## config.mk

```make
export PLATFORM = sky130hd
export DESIGN_NAME = otw_overtravel
export DESIGN_NICKNAME = d
export VERILOG_FILES = /design/src/rtl/otw_pkg.sv /design/src/rtl/otw_overtravel.sv
export VERILOG_INCLUDE_DIRS = /design/src /design/src/rtl
export SDC_FILE = /design/constraint.sdc
export NUM_CORES = 1
export LEC_CHECK = 0
export BUFFER_PORTS_ARGS = -buffer_cell sky130_fd_sc_hd__buf_2
export CELL_PAD_IN_SITES_DETAIL_PLACEMENT = 1
export CELL_PAD_IN_SITES_GLOBAL_PLACEMENT = 2
export CORE_UTILIZATION = 32
export DETAILED_ROUTE_END_ITERATION = 6
export PLACE_DENSITY_LB_ADDON = 0.1
export SETUP_SLACK_MARGIN = 0.15
export SKIP_CTS_REPAIR_TIMING = 1
export SLEW_MARGIN = 15
export SYNTH_ARGS = -nofsm -noshare
export SYNTH_HDL_FRONTEND = slang
export SYNTH_SLANG_ARGS = --single-unit
```

## constraint.sdc

```tcl
create_clock -name clk -period 1.4 [get_ports clk]
set_input_delay 0.14 -clock clk [delete_from_list [all_inputs] [get_ports clk]]
set_output_delay 0.14 -clock clk [all_outputs]
set_load 0.05 [all_outputs]
```

## src/rtl/otw_params.svh

```systemverilog
// constants for the overtravel supervision block
`ifndef OTW_PARAMS_SVH
`define OTW_PARAMS_SVH
`define OTW_OFS_WARN_EN     16'h200d
`define OTW_OFS_RELEASE     16'h2022
`define OTW_OFS_DECEL_TIME  16'h230a
`define OTW_OFS_ESTOP_TRQ   16'h2406
`define OTW_OFS_STOP_METHOD 16'h2001
`define OTW_OFS_STATUS      16'h6041
`define OTW_OFS_DIGIN       16'h60fd
`define OTW_RST_DECEL_TIME  16'h0000
`define OTW_RST_ESTOP_TRQ   16'h0320
`define OTW_MAX_DECEL_TIME  16'h2710
`define OTW_MAX_ESTOP_TRQ   16'h0320
`define OTW_BIT_INT_LIMIT   11
`define OTW_BIT_HOME_ERR    13
`define OTW_BIT_TGT_REACHED 10
`define OTW_BIT_NEG_LIMIT   0
`define OTW_BIT_POS_LIMIT   1
`define OTW_WARN_EN_BIT     12
`define OTW_WARN_CODE       16'h09a0
`define OTW_MS_NS           1000000
`define OTW_CLK_NS          10
`define OTW_MS_CYCLES       (`OTW_MS_NS / `OTW_CLK_NS)
`endif

```

## src/rtl/otw_pkg.sv

```systemverilog
// types for the overtravel supervision block
package otw_pkg;
	typedef enum logic [2:0] {
		MODE_IDLE,
		MODE_POSITION,
		MODE_HOMING,
		MODE_VELOCITY,
		MODE_TORQUE
	} otw_mode_t;

	typedef enum logic [2:0] {
		STOP_DYN_BRAKE,
		STOP_COAST,
		STOP_TORQUE,
		STOP_DECEL_TIME,
		STOP_ZERO_SPEED
	} otw_stop_t;

	typedef enum {
		ST_RUN,
		ST_STOPPING,
		ST_STOPPED
	} otw_state_t;

	// host motion reference bundle
	typedef struct packed {
		otw_mode_t   mode;
		logic        refValid;
		logic        refNeg;
		logic [7:0]  homingMethod;
		logic        servoOn;
	} otw_ref_t;

	// register write port
	typedef struct packed {
		logic        wrEn;
		logic [15:0] addr;
		logic [15:0] data;
	} otw_wr_t;
endpackage

```

## src/rtl/otw_overtravel.sv

```systemverilog
// overtravel supervision: stop, warning, status and direction blocking
`timescale 1ns/1ns
`include "otw_params.svh"

// Function
// stop method setting picks stopping behaviour
// limit input off means overtravel that direction
// torque decel uses emergency stop torque
// stop torque 0..800 percent, default 800
// decel time 0..10000 ms, default zero
// zero decel time gives immediate zero speed
// warning on servo-on overtravel, even momentary
// no warning while servo is off
// warning never stops motor or commands
// warning enable digit switches detection immediately
// warn only for limit matching reference direction
// no reference warns on either limit
// no warning at servo-on with existing overtravel
// clear command clears warning always; a new overtravel edge in the same cycle sets it again
// fault reset suppresses until overtravel left; a fault reset while softLimitActive is high sets no suppression
// release setting, after restart, adds position test
// block drive toward active limit only
// status bit 11 and input bits 0,1
// position modes cancel, clear target reached
// forward limit fails listed homing methods
// reverse limit fails listed homing methods
// velocity runs only away from limit
// torque applies only away from limit
// host checks feedback position after warning
module otw_overtravel #(
	parameter int DECEL_W = 16
) (
	input  wire logic             clk,
	input  wire logic             rst_n,
	input  wire logic             clkEn,
	input  wire logic             forwardLimitInput,
	input  wire logic             reverseLimitInput,
	input  wire logic             beyondForward,
	input  wire logic             beyondReverse,
	input  wire logic             motorStopped,
	input  wire logic             faultResetCmd,
	input  wire logic             clearAlarmsWarningsCmd,
	input  wire logic             softLimitActive,
	input  wire otw_pkg::otw_ref_t refIn,
	input  wire otw_pkg::otw_wr_t  wrIn,
	input  wire logic [15:0]      rdAddr,
	output logic [31:0]           rdData,
	output logic                  driveEnable,
	output logic                  stopActive,
	output otw_pkg::otw_stop_t    stopKind,
	output logic [15:0]           stopTorqueLimit,
	output logic                  cancelMotion,
	output logic                  warningActive,
	output logic [15:0]           warningCode
);
	typedef struct packed {
		logic [15:0]          warnEn;
		logic [15:0]          releaseSel;
		logic [15:0]          decelTime;
		logic [15:0]          estopTrq;
		logic [15:0]          stopMethod;
		logic                 releaseLatched;
		logic                 releaseCaught;
		logic [7:0]           stopMethodLatched;
		otw_pkg::otw_state_t  state;
		logic                 fwdOt;
		logic                 revOt;
		logic                 servoOnD;
		logic                 warn;
		logic                 suppress;
		logic                 homeErr;
		logic                 tgtReached;
		logic [31:0]          rdData;
		logic                 driveEnable;
		logic                 stopActive;
		otw_pkg::otw_stop_t   stopKind;
		logic [15:0]          stopTorqueLimit;
		logic                 cancelMotion;
		logic [15:0]          warningCode;
	} otw_st_t;

	otw_st_t st_r;
	otw_st_t st_nxt;

	// homing methods that fail on the forward limit
	function automatic logic homeFwdFail(input logic [7:0] m);
		return m inside {8'h01, 8'h0b, 8'h0c, 8'h0d, 8'h0e, 8'h1c,
			8'h22};
	endfunction

	// homing methods that fail on the reverse limit
	function automatic logic homeRevFail(input logic [7:0] m);
		return m inside {8'h02, 8'h07, 8'h08, 8'h09, 8'h0a, 8'h18,
			8'h21};
	endfunction

	// clamp a written value to its legal maximum
	function automatic logic [15:0] clampVal(input logic [15:0] v,
		input logic [15:0] mx);
		return (v > mx) ? mx : v;
	endfunction

	// decode the latched stop method digit
	function automatic otw_pkg::otw_stop_t stopDecode(
		input logic [7:0] m, input logic [15:0] t);
		otw_pkg::otw_stop_t k;
		k = otw_pkg::STOP_DYN_BRAKE;
		unique case (m[7:4])
			4'h1, 4'h2: k = otw_pkg::STOP_TORQUE;
			4'h3, 4'h4: k = (t == 16'h0000) ? otw_pkg::STOP_ZERO_SPEED
				: otw_pkg::STOP_DECEL_TIME;
			default: k = (m[3:0] == 4'h0) ? otw_pkg::STOP_DYN_BRAKE
				: otw_pkg::STOP_COAST;
		endcase
		return k;
	endfunction

	logic fwdRaw;
	logic revRaw;
	logic fwdOt;
	logic revOt;
	logic anyOt;
	logic towardLimit;

	// combined overtravel view; release mode latched at restart
	always_comb
	begin
		fwdRaw = !forwardLimitInput;
		revRaw = !reverseLimitInput;
		fwdOt = fwdRaw && (!st_r.releaseLatched || beyondForward);
		revOt = revRaw && (!st_r.releaseLatched || beyondReverse);
		anyOt = fwdOt || revOt;
		towardLimit = refIn.refValid &&
			((fwdOt && !refIn.refNeg) || (revOt && refIn.refNeg));
	end

	// next state of the whole block
	always_comb
	begin
		st_nxt = st_r;
		if (wrIn.wrEn)
		begin
			unique case (wrIn.addr)
				`OTW_OFS_WARN_EN:     st_nxt.warnEn = wrIn.data;
				`OTW_OFS_RELEASE:     st_nxt.releaseSel = wrIn.data;
				`OTW_OFS_DECEL_TIME:  st_nxt.decelTime =
					clampVal(wrIn.data, `OTW_MAX_DECEL_TIME);
				`OTW_OFS_ESTOP_TRQ:   st_nxt.estopTrq =
					clampVal(wrIn.data, `OTW_MAX_ESTOP_TRQ);
				`OTW_OFS_STOP_METHOD: st_nxt.stopMethod = wrIn.data;
				default: ;
			endcase
		end
		// restart-effective settings follow writes until the first
		// servo-on after reset, then hold until the next reset; reset
		// clears the registers, so a one-shot catch would only ever
		// see the reset value
		if (!st_r.releaseCaught)
		begin
			st_nxt.releaseCaught = refIn.servoOn;
			st_nxt.releaseLatched = st_nxt.releaseSel[0];
			st_nxt.stopMethodLatched = st_nxt.stopMethod[7:0];
		end
		st_nxt.fwdOt = fwdOt;
		st_nxt.revOt = revOt;
		st_nxt.servoOnD = refIn.servoOn;

		// stop sequencing: the warning never enters here
		unique case (st_r.state)
			otw_pkg::ST_RUN:
				if (towardLimit && refIn.servoOn)
					st_nxt.state = otw_pkg::ST_STOPPING;
			otw_pkg::ST_STOPPING:
				if (!towardLimit)
					st_nxt.state = otw_pkg::ST_RUN;
				else if (motorStopped)
					st_nxt.state = otw_pkg::ST_STOPPED;
			otw_pkg::ST_STOPPED:
				if (!towardLimit)
					st_nxt.state = otw_pkg::ST_RUN;
		endcase
		st_nxt.stopKind = stopDecode(st_r.stopMethodLatched,
			st_r.decelTime);
		st_nxt.stopTorqueLimit = st_r.estopTrq;
		st_nxt.stopActive = towardLimit && refIn.servoOn;

		// direction gating per operating mode
		st_nxt.driveEnable = refIn.servoOn && !towardLimit;
		st_nxt.cancelMotion = 1'b0;
		if (refIn.mode == otw_pkg::MODE_POSITION && towardLimit)
			st_nxt.cancelMotion = 1'b1;
		if (refIn.mode == otw_pkg::MODE_POSITION && motorStopped &&
			st_r.state != otw_pkg::ST_RUN)
			st_nxt.tgtReached = 1'b0;
		else if (refIn.mode == otw_pkg::MODE_POSITION && !anyOt &&
			motorStopped)
			st_nxt.tgtReached = 1'b1;
		if (refIn.mode == otw_pkg::MODE_HOMING)
		begin
			if ((fwdRaw && homeFwdFail(refIn.homingMethod)) ||
				(revRaw && homeRevFail(refIn.homingMethod)))
			begin
				st_nxt.homeErr = 1'b1;
				st_nxt.cancelMotion = 1'b1;
			end
		end
		else
			st_nxt.homeErr = 1'b0;

		// warning detection; new edge at servo-on does not count
		if (!anyOt)
			st_nxt.suppress = 1'b0;
		if (clearAlarmsWarningsCmd || faultResetCmd)
		begin
			st_nxt.warn = 1'b0;
			if (faultResetCmd && anyOt && !softLimitActive)
				st_nxt.suppress = 1'b1;
		end
		if (st_r.warnEn[`OTW_WARN_EN_BIT] && refIn.servoOn &&
			st_r.servoOnD && !st_nxt.suppress)
		begin
			if ((fwdOt && !st_r.fwdOt && (!refIn.refValid ||
				!refIn.refNeg)) || (revOt && !st_r.revOt &&
				(!refIn.refValid || refIn.refNeg)))
				st_nxt.warn = 1'b1;
		end
		st_nxt.warningCode = st_nxt.warn ? `OTW_WARN_CODE : 16'h0000;

		// register readback
		unique case (rdAddr)
			`OTW_OFS_WARN_EN:     st_nxt.rdData = {16'h0000, st_r.warnEn};
			`OTW_OFS_RELEASE:     st_nxt.rdData = {16'h0000, st_r.releaseSel};
			`OTW_OFS_DECEL_TIME:  st_nxt.rdData = {16'h0000,
				st_r.decelTime};
			`OTW_OFS_ESTOP_TRQ:   st_nxt.rdData = {16'h0000, st_r.estopTrq};
			`OTW_OFS_STOP_METHOD: st_nxt.rdData = {16'h0000,
				st_r.stopMethod};
			`OTW_OFS_STATUS:
			begin
				st_nxt.rdData = 32'h0000_0000;
				st_nxt.rdData[`OTW_BIT_INT_LIMIT] = anyOt;
				st_nxt.rdData[`OTW_BIT_HOME_ERR] = st_r.homeErr;
				st_nxt.rdData[`OTW_BIT_TGT_REACHED] = st_r.tgtReached;
			end
			`OTW_OFS_DIGIN:
			begin
				st_nxt.rdData = 32'h0000_0000;
				st_nxt.rdData[`OTW_BIT_NEG_LIMIT] = revOt;
				st_nxt.rdData[`OTW_BIT_POS_LIMIT] = fwdOt;
			end
			default: st_nxt.rdData = 32'h0000_0000;
		endcase
	end

	// single state register with clock enable
	always_ff @(posedge clk or negedge rst_n)
	begin
		if (!rst_n)
		begin
			st_r <= '0;
			st_r.decelTime <= `OTW_RST_DECEL_TIME;
			st_r.estopTrq <= `OTW_RST_ESTOP_TRQ;
			st_r.state <= otw_pkg::ST_RUN;
		end
		else if (clkEn)
			st_r <= st_nxt;
	end

	assign rdData = st_r.rdData;
	assign driveEnable = st_r.driveEnable;
	assign stopActive = st_r.stopActive;
	assign stopKind = st_r.stopKind;
	assign stopTorqueLimit = st_r.stopTorqueLimit;
	assign cancelMotion = st_r.cancelMotion;
	assign warningActive = st_r.warn;
	assign warningCode = st_r.warningCode;
endmodule

```

=== Yosys cells after proc, flatten, opt, wreduce, memory -nomap -nowiden ===
Index checks and enable logic that the tools add are counted.

* Register bits after elaboration: 199
* Input bits: 74
* Logic and storage cells: 157

* Magnitude comparators: 2
* Eq/ne operators: 38
* Multiplexer cells: 30
* Bitwise logic cells: 1
* Reduce and logical (&&, ||, !) cells: 61

{| class="wikitable"
|+ Operator list
! operator !! count
|-
| equality test 16 x 14 -> 1 bit (second input constant) || 10
|-
| 2-to-1 mux 32 bit || 4
|-
| one-hot mux 16 bit (7 select lines) || 1
|-
| one-hot mux 32 bit (3 select lines) || 1
|-
| 2-to-1 mux 16 bit || 5
|-
| equality test 8 x 4 -> 1 bit (second input constant) || 7
|-
| 2-to-1 mux 49 bit || 1
|-
| equality test 16 x 15 -> 1 bit (second input constant) || 2
|-
| equality test 32 x 1 -> 1 bit (second input constant) || 1
|-
| equality test 32 x 2 -> 1 bit (second input constant) || 1
|-
| logical NOT 32 bit || 1
|-
| nonzero test 32 bit || 1
|-
| logical AND 1 bit || 23
|-
| equality test 8 x 5 -> 1 bit (second input constant) || 2
|-
| equality test 8 x 6 -> 1 bit (second input constant) || 2
|-
| > comparator 16 x 10 -> 1 bit (second input constant) || 1
|-
| > comparator 16 x 14 -> 1 bit (second input constant) || 1
|-
| logical NOT 16 bit || 1
|-
| AND reduction 3 bit || 5
|-
| nonzero test 7 bit || 2
|-
| 2-to-1 mux 1 bit || 13
|-
| 2-to-1 mux 12 bit || 1
|-
| logical NOT 1 bit || 11
|-
| logical OR 1 bit || 9
|-
| other kinds (21) || 26
|}

=== Logic depth before layout (Yosys ltp) ===
Gate-level depths: netlist of run 1.

* Word-level depth: 12
* Depth in mapped cells: 8
* Gate-level depth less buffers: 5

=== Worst setup path after synthesis of run 1 ===
OpenSTA, ideal clock, no wires.

* Path type: input-to-reg
* Start: input wrIn[30] in the netlist's numbering
* End: register st_r[119] in the netlist's numbering
* Arrival: 1784 ps
* Data required time: 1275 ps
* Setup slack: -509 ps
* Stages on the path: 8
* Path buffers: 3
* Path through: and4bb_1 nand3_1 nor4_1 buf_2 and2_1 buf_2 buf_4 mux2_2

* Longest elaborated chain between the ends: 3

{| class="wikitable"
|+ Ends and longest elaborated chain
! what !! RTL line !! RTL
|-
| start: declaration || otw_overtravel.sv:45 || <nowiki>input wire otw_pkg::otw_wr_t wrIn,</nowiki>
|-
| equality test 16 x 14 -> 1 bit || otw_overtravel.sv:143 || <nowiki>unique case (wrIn.addr)</nowiki>
|-
| 2-to-1 mux 16 bit || otw_overtravel.sv:143 ||
|-
| 2-to-1 mux 49 bit || otw_overtravel.sv:141 || <nowiki>if (wrIn.wrEn)</nowiki>
|-
| end signal: assignment || otw_overtravel.sv:266 || <nowiki>st_r <= st_nxt;</nowiki>
|-
| end: declaration || otw_overtravel.sv:82 || <nowiki>otw_st_t st_r;</nowiki>
|}

No other way between the ends.
A chain may end at the register's enable or synchronous reset.

=== Worst setup path in the final report of run 1 ===
* Start: register st_r[159] in the netlist's numbering
* End: register st_r (netlist bit stopKind[1])

* Longest elaborated chain between the ends: 3

{| class="wikitable"
|+ Ends and longest elaborated chain
! what !! RTL line !! RTL
|-
| logical NOT 16 bit || otw_overtravel.sv:110 || <nowiki>4'h3, 4'h4: k = (t == 16'h0000) ? otw_pkg::STOP_ZERO_SPEED</nowiki>
|-
| 2-to-1 mux 3 bit || otw_overtravel.sv:110 ||
|-
| one-hot mux 3 bit (2 select lines) || otw_overtravel.sv:108 || <nowiki>unique case (m[7:4])</nowiki>
|}

No other way between the ends.

==> results of run 1 <==
## cells by family (layout without fill, tap and decap cells)
group | count (synthesis) | count (layout)
mux | 81 | 81
fa+ha+maj | 3 | 3
simple gates | 164 | 164
buf+inv | 118 | 310
xor+xnor | 1 | 1
flops | 137 | 137
other cells | 1 | 28
compound gates | 136 | 137
## routing by layer
layer | wire length [um] | GRT usage
met5 | 0 | 0
met4 | 501 | 0.06173
met3 | 1118 | 0.03792
met2 | 12010 | 0.3495
met1 | 10560 | 0.2689
## final timing paths
path | slack (ns) | start | endpoint | cells past startpoint
max in group asynchronous | 0.62 | rst_n | st_r[195] | 3
worst max register to register | -0.33 | st_r[159] | stopKind[1] | 6
worst min register to register | 0.48 | st_r[117] | st_r[117] | 1
worst min-delay path | 0.02 | clearAlarmsWarningsCmd | warningCode[8] | 4
worst max-delay path | -0.33 | st_r[159] | stopKind[1] | 6
min in group asynchronous | 0.23 | rst_n | stopTorqueLimit[10] | 2
## where the power goes
group / total [W] / leakage [nW] / switching (W) / internal, W
registers: 0.00411 / 1.84 / 0.0000597 / 0.00405
clock network: 0.00517 / 0.320 / 0.00182 / 0.00335
logic: 0.00134 / 2.71 / 0.000873 / 0.000462
## area by class of cell
type,count,area share
Clock buffer,17,0.04135
Timing Repair Buffer,258,0.2097
Tap cell,275,0.03345
Sequential cell,137,0.3337
Clock inverter,15,0.02408
Inverter,20,0.007297
Multi-Input combinational cell,414,0.3504
## synth_stat cells (all sizes together) (2+ instances only)
library cell | count | area [sq um]
a211o | 3 | 26.28
a211oi | 3 | 22.52
a21oi | 37 | 185.2
a221oi | 2 | 17.52
a222oi | 19 | 190.2
a22o | 7 | 61.31
a31oi | 7 | 43.79
a32o | 10 | 100.1
and2 | 10 | 62.56
and3 | 4 | 25.02
and4 | 2 | 17.52
and4bb | 2 | 25.02
buf | 79 | 561.8
clkbuf | 19 | 71.32
dfrtp | 134 | 3353
dfstp | 3 | 78.83
ha | 3 | 37.54
inv | 19 | 71.32
mux2 | 68 | 765.7
mux2i | 13 | 130.1
nand2 | 38 | 142.6
nand2b | 12 | 75.07
nand3 | 5 | 25.02
nand3b | 3 | 22.52
nand4 | 7 | 50.05
nor2 | 38 | 142.6
nor3 | 12 | 70.07
nor3b | 4 | 30.03
nor4 | 13 | 87.58
nor4b | 3 | 26.28
o211ai | 2 | 15.01
o21ai | 32 | 160.2
o2bb2ai | 2 | 17.52
or3 | 3 | 18.77
or4 | 3 | 22.52
or4bb | 2 | 22.52
## layout by cell type, fill, tap and decap left out, types with 10 or more instances in the layout
master     instances
buf_6             24
buf_12            21
nor2_1            36
buf_4            104
conb_1            28
inv_1             17
o21ai_0           10
mux2i_1           11
nand2_1           31
a21oi_1           31
mux2_2            20
clkbuf_16         23
dfrtp_1          133
mux2_4            48
a222oi_1          19
o21ai_1           12
buf_2             99
## flip-flops by register name, indices dropped and copies added, names as in the netlist
| register | count |
|---|---|
| st_r | 82 |
| rdData | 16 |
| st_nxt | 16 |
| stopTorqueLimit | 16 |
| stopKind | 3 |
| cancelMotion | 1 |
| driveEnable | 1 |
| stopActive | 1 |
| warningCode | 1 |
## worst register-to-register path, cell delays in order, from the launching register on
cell	delay, ns
dfrtp_1	0.42
nor4_1	0.36
nand4_1	0.20
buf_4	0.20
o21ai_4	0.12
a21oi_2	0.06
mux2_2	0.25
## through the flow
stage | instances | TNS [ns]
2_1_floorplan | 668 | -17.73
3_3_place_gp | 1079 | -43.05
3_5_place_dp | 1079 | -50.28
4_1_cts | 1111 | -6.974
5_1_grt | 1136 | -4.673
6_report | 1136 | -2.154
==> metrics, run 1 <==
RSZ-0062 raised after global routing=true; 1st-iter DRT viols=342; Compound-Gate Fraction of Synth Area=0.1384; CTS max path bufs=2; area taken by multi-input logic gates=3605 sq um; Die H=149.2 um; CP endpoint kind=flip-flop; period utilisation layout=1.233; synthesis-stage register bit count=137; # IOs=145; NumNets Final=925; critical path required time=1.71 ns; fill count=2,242; initial antenna violation count=0; Die X=149.2 um; syn_area_per_cell=10.82 sq um; layout cell share with drive strength beyond 1=0.5226; CP arrival=2.04 ns; die area=22,260 sq um; Max-slew headroom=0.5907; status=complete, but fails checks; hold crit path type=input port to flip-flop; Setup Viol. Count Final=35; max cap viols=0; vias in the first global route=6,128; first-pass GRT wire length=34.50 mm; final worst slack=-0.3259 ns; latest clock arrival within the worst-skew pair=0.43 ns; Final Critical Period=1.726 ns; main combinational cell family by area after synthesis=compound AO/OA/AOI/OAI gates; VDD IR max=833.5 uV; final RePlAce weighted congestion=0.8168; XOR/XNOR share of the synthesized area=0.001263; Area after DPL=8605 sq um; row count=53; static leakage=4.867 nW; Routed WL=24.19 mm; clock root buffer=clkbuf_16; Setup WS pre-CTS=-0.6361 ns; ys async rst share=1.000; post-synthesis mux area share=0.1292; clock skew=0.005667 ns; ant diodes=0; CP cell instances=nor4_1, nand4_1, buf_4, o21ai_4, a21oi_2, mux2_2; Main synth FF type=dfrtp_1; post-DR wirelength/cell=21.30 um; drt first pass iters=5; violated checks=setup timing; synth-to-layout area growth=48.39%; critical path's top delay family=simple AND/OR/NAND/NOR gates; final instance area=10,290 sq um; number of remaining DRC errors=0; Via density=5.139; Seq/Total Area, Yosys=0.4950; Worst-Margin Slew=0.6089 ns; vias=5,838; CTS tree=built; Core Box Area=21,150 sq um; PwrDens=1032 nW/um^2; register area=3433 sq um; max frequency=0.5794 GHz; Mapped Area=6933 sq um; Post-synth EDFFs=0; Overall Power=0.01061 W; post-route ant nets=0; crit path max fanout=3; Post-Route Hold Slack=0.01912 ns; H-tree depth=4; Post-Synth Simple-Gate Area=0.1280; adder-cell area share of the yosys netlist=0.005414; CTS buffer count=17; Post-Synthesis Cells=641; grt total ovfl=0; slowest stage cell, crit path=dfrtp_1; Clock Sink Count=137; Netlist cell types=61; Fin. Hold Viols=0; Initial Util=0.3277; Max Slew Vio Count=0; hpwl dp=16.44 mm; largest net degree at the start of global routing=44; Synthesis Warnings=0; Largest stage delay, worst path=0.42 ns; Startpoint Class=flip-flop; CP bufs+invs=1; port buffer count=116; clock-pin transition on the worst setup and hold timing paths=0.06 ns; final core utilization=0.4863; GR Util All Layers=0.2072; kind of critical path=flip-flop to flip-flop
Note: power is estimated with default switching activity, not from simulation.
==> run 2, diff against run 1 <==
- CORE_UTILIZATION: 32 -> 38
- clock period: 1.4 -> 2.2 ns (I/O delays scaled with it)
==> run 2 against run 1 <==
Against the previous run:
- the flow now finishes without violations
- maximum frequency fell by 6.2%
- die area fell by 16%
- sequential share of layout area rose by 8.3 points
- total power fell by 41%
- non-clock buffer count fell by 110
- combinational power fell by 49%
- critical endpoint unchanged
==> metrics, run 2 (same netlist as run 1, synthesis figures left out) <==
row count=49; hold_sp=wrIn[15]; number of remaining DRC errors=0; Final Critical Period=1.840 ns; Reg-to-Reg Start=st_r[157]; ant diodes=0; max frequency=0.5434 GHz; PwrDens=760.1 nW/um^2; CTS max path bufs=2; M1 wire length=9.155 mm; kind of critical path=flip-flop to flip-flop; final RePlAce weighted congestion=0.8325; hold path endpoint=st_r[134]; fill count=1,959; Worst-Margin Slew=0.6028 ns; grt total ovfl=0; Die H=137.1 um; r2r setup slk=0.36 ns; Fin. Hold Viols=0; R2R depth=6; CP endpoint kind=flip-flop; Via density=5.491; CP cell instances=nor4_1, nand4_1, buf_4, nand3_1, a21oi_1, mux2_2; 1st-iter DRT viols=320; reg2reg end=stopKind[1]; synth-to-layout area growth=18.79%; max FFs per register=82; max layer used=met4; Max Slew Vio Count=0; WHS Path Cells=2; Startpoint Class=flip-flop; leading cell type in the layout, fill and taps excluded=dfrtp_1; vias in the first global route=5,618; most frequent cells in the layout=dfrtp_1, buf_2, mux2_2; area taken by multi-input logic gates=2909 sq um; register area=3432 sq um; initial antenna violation count=0; max cap viols=0; Post-Route Hold Slack=0.09725 ns; GR Util All Layers=0.2319; Critical Path Source=st_r[157]; critical path's top delay family=simple AND/OR/NAND/NOR gates; Routed met3 length=983 um; clock skew=0.01039 ns; CTS buffer count=17; critical path required time=2.51 ns; slowest stage cell, crit path=dfrtp_1; status=finished, final reports clean; Setup TNS=0 ns; RSZ-0062 raised after global routing=false; drt first pass iters=6; Initial Util=0.3873; hpwl dp=14.60 mm; post-DR wirelength/cell=20.75 um; Largest stage delay, worst path=0.41 ns; Core Box Area=17,900 sq um; hold crit path type=input port to flip-flop; VDD IR max=534.0 uV; die area=18,790 sq um; clock-pin transition on the worst setup and hold timing paths=0.06 ns; static leakage=3.928 nW; post-route ant nets=0; largest net degree at the start of global routing=56; NumNets Final=814; CP arrival=2.15 ns; vias=5,376; crit path max fanout=3; Largest Register=st_r; Die X=137.1 um; CTS tree=built; Setup Viol. Count Final=0; latest clock arrival within the worst-skew pair=0.44 ns; clock root buffer=clkbuf_16; CP bufs+invs=1; port buffer count=116; period utilisation layout=0.8365; first-pass GRT wire length=32.16 mm; Routed WL=20.31 mm; routed wl met2=9.766 mm; layout cell share with drive strength beyond 1=0.3453; Max-slew headroom=0.5982; # IOs=145; Clock Sink Count=137; H-tree depth=4
run 2: cell count changes in the layout (fill, tap and decap cells not counted), sizes merged:
cell | before | now
buf | 249 | 147
clkbuf | 25 | 17
inv | 21 | 25
bufinv | 6 | 3
a2bb2oi | 2 | 1
clkinv | 5 | 4
run 2: worst register-to-register path: stages, from the launching register on:
cell	delay, ns
dfrtp_1	0.41
nor4_1	0.40
nand4_1	0.27
buf_4	0.22
nand3_1	0.07
a21oi_1	0.09
mux2_2	0.27
run 2: worst max-delay path by stage:
stage                        endpoint  cells past startpoint
after global placement     st_nxt[19]                      6
after floorplan             st_r[119]                      8
after global routing      stopKind[1]                      6
after CTS                 stopKind[1]                      5
after detailed placement   st_nxt[24]                      6
final                     stopKind[1]                      6
run 2: area by class of cell:
class,count,share of cell area
Timing Repair Buffer,148,0.1114
Clock buffer,17,0.05166
Clock inverter,15,0.02309
Inverter,20,0.009116
Tap cell,229,0.03479
Multi-Input combinational cell,413,0.3532
Sequential cell,137,0.4167
run 2: metrics by stage:
stage | total power (W) | worst slack [ns] | cells | util | area, sq um
after floorplan | 0.003115 | 0.2107 | 668 | - | 7034
after global placement | 0.003309 | 0.1863 | 945 | 0.4247 | 7602
after detailed placement | 0.003335 | 0.1238 | 945 | 0.4247 | 7602
after CTS | 0.006341 | 0.2844 | 977 | 0.4590 | 8218
after global routing | 0.006502 | 0.1815 | 979 | 0.4600 | 8235
final | 0.006260 | 0.3596 | 979 | 0.4600 | 8235
run 2: layer usage:
layer | track usage | up-vias
met5 | 0 | -
met4 | 0.08547 | 0
met3 | 0.04815 | 26
met2 | 0.3763 | 152
met1 | 0.3041 | 2764
li1 | - | 2434
run 2: power by group:
group          leakage, nW  internal [W]  switching (W)
sequential            1.84       0.00258      0.0000314
combinational         1.80      0.000193       0.000484
clock                0.293       0.00181        0.00117
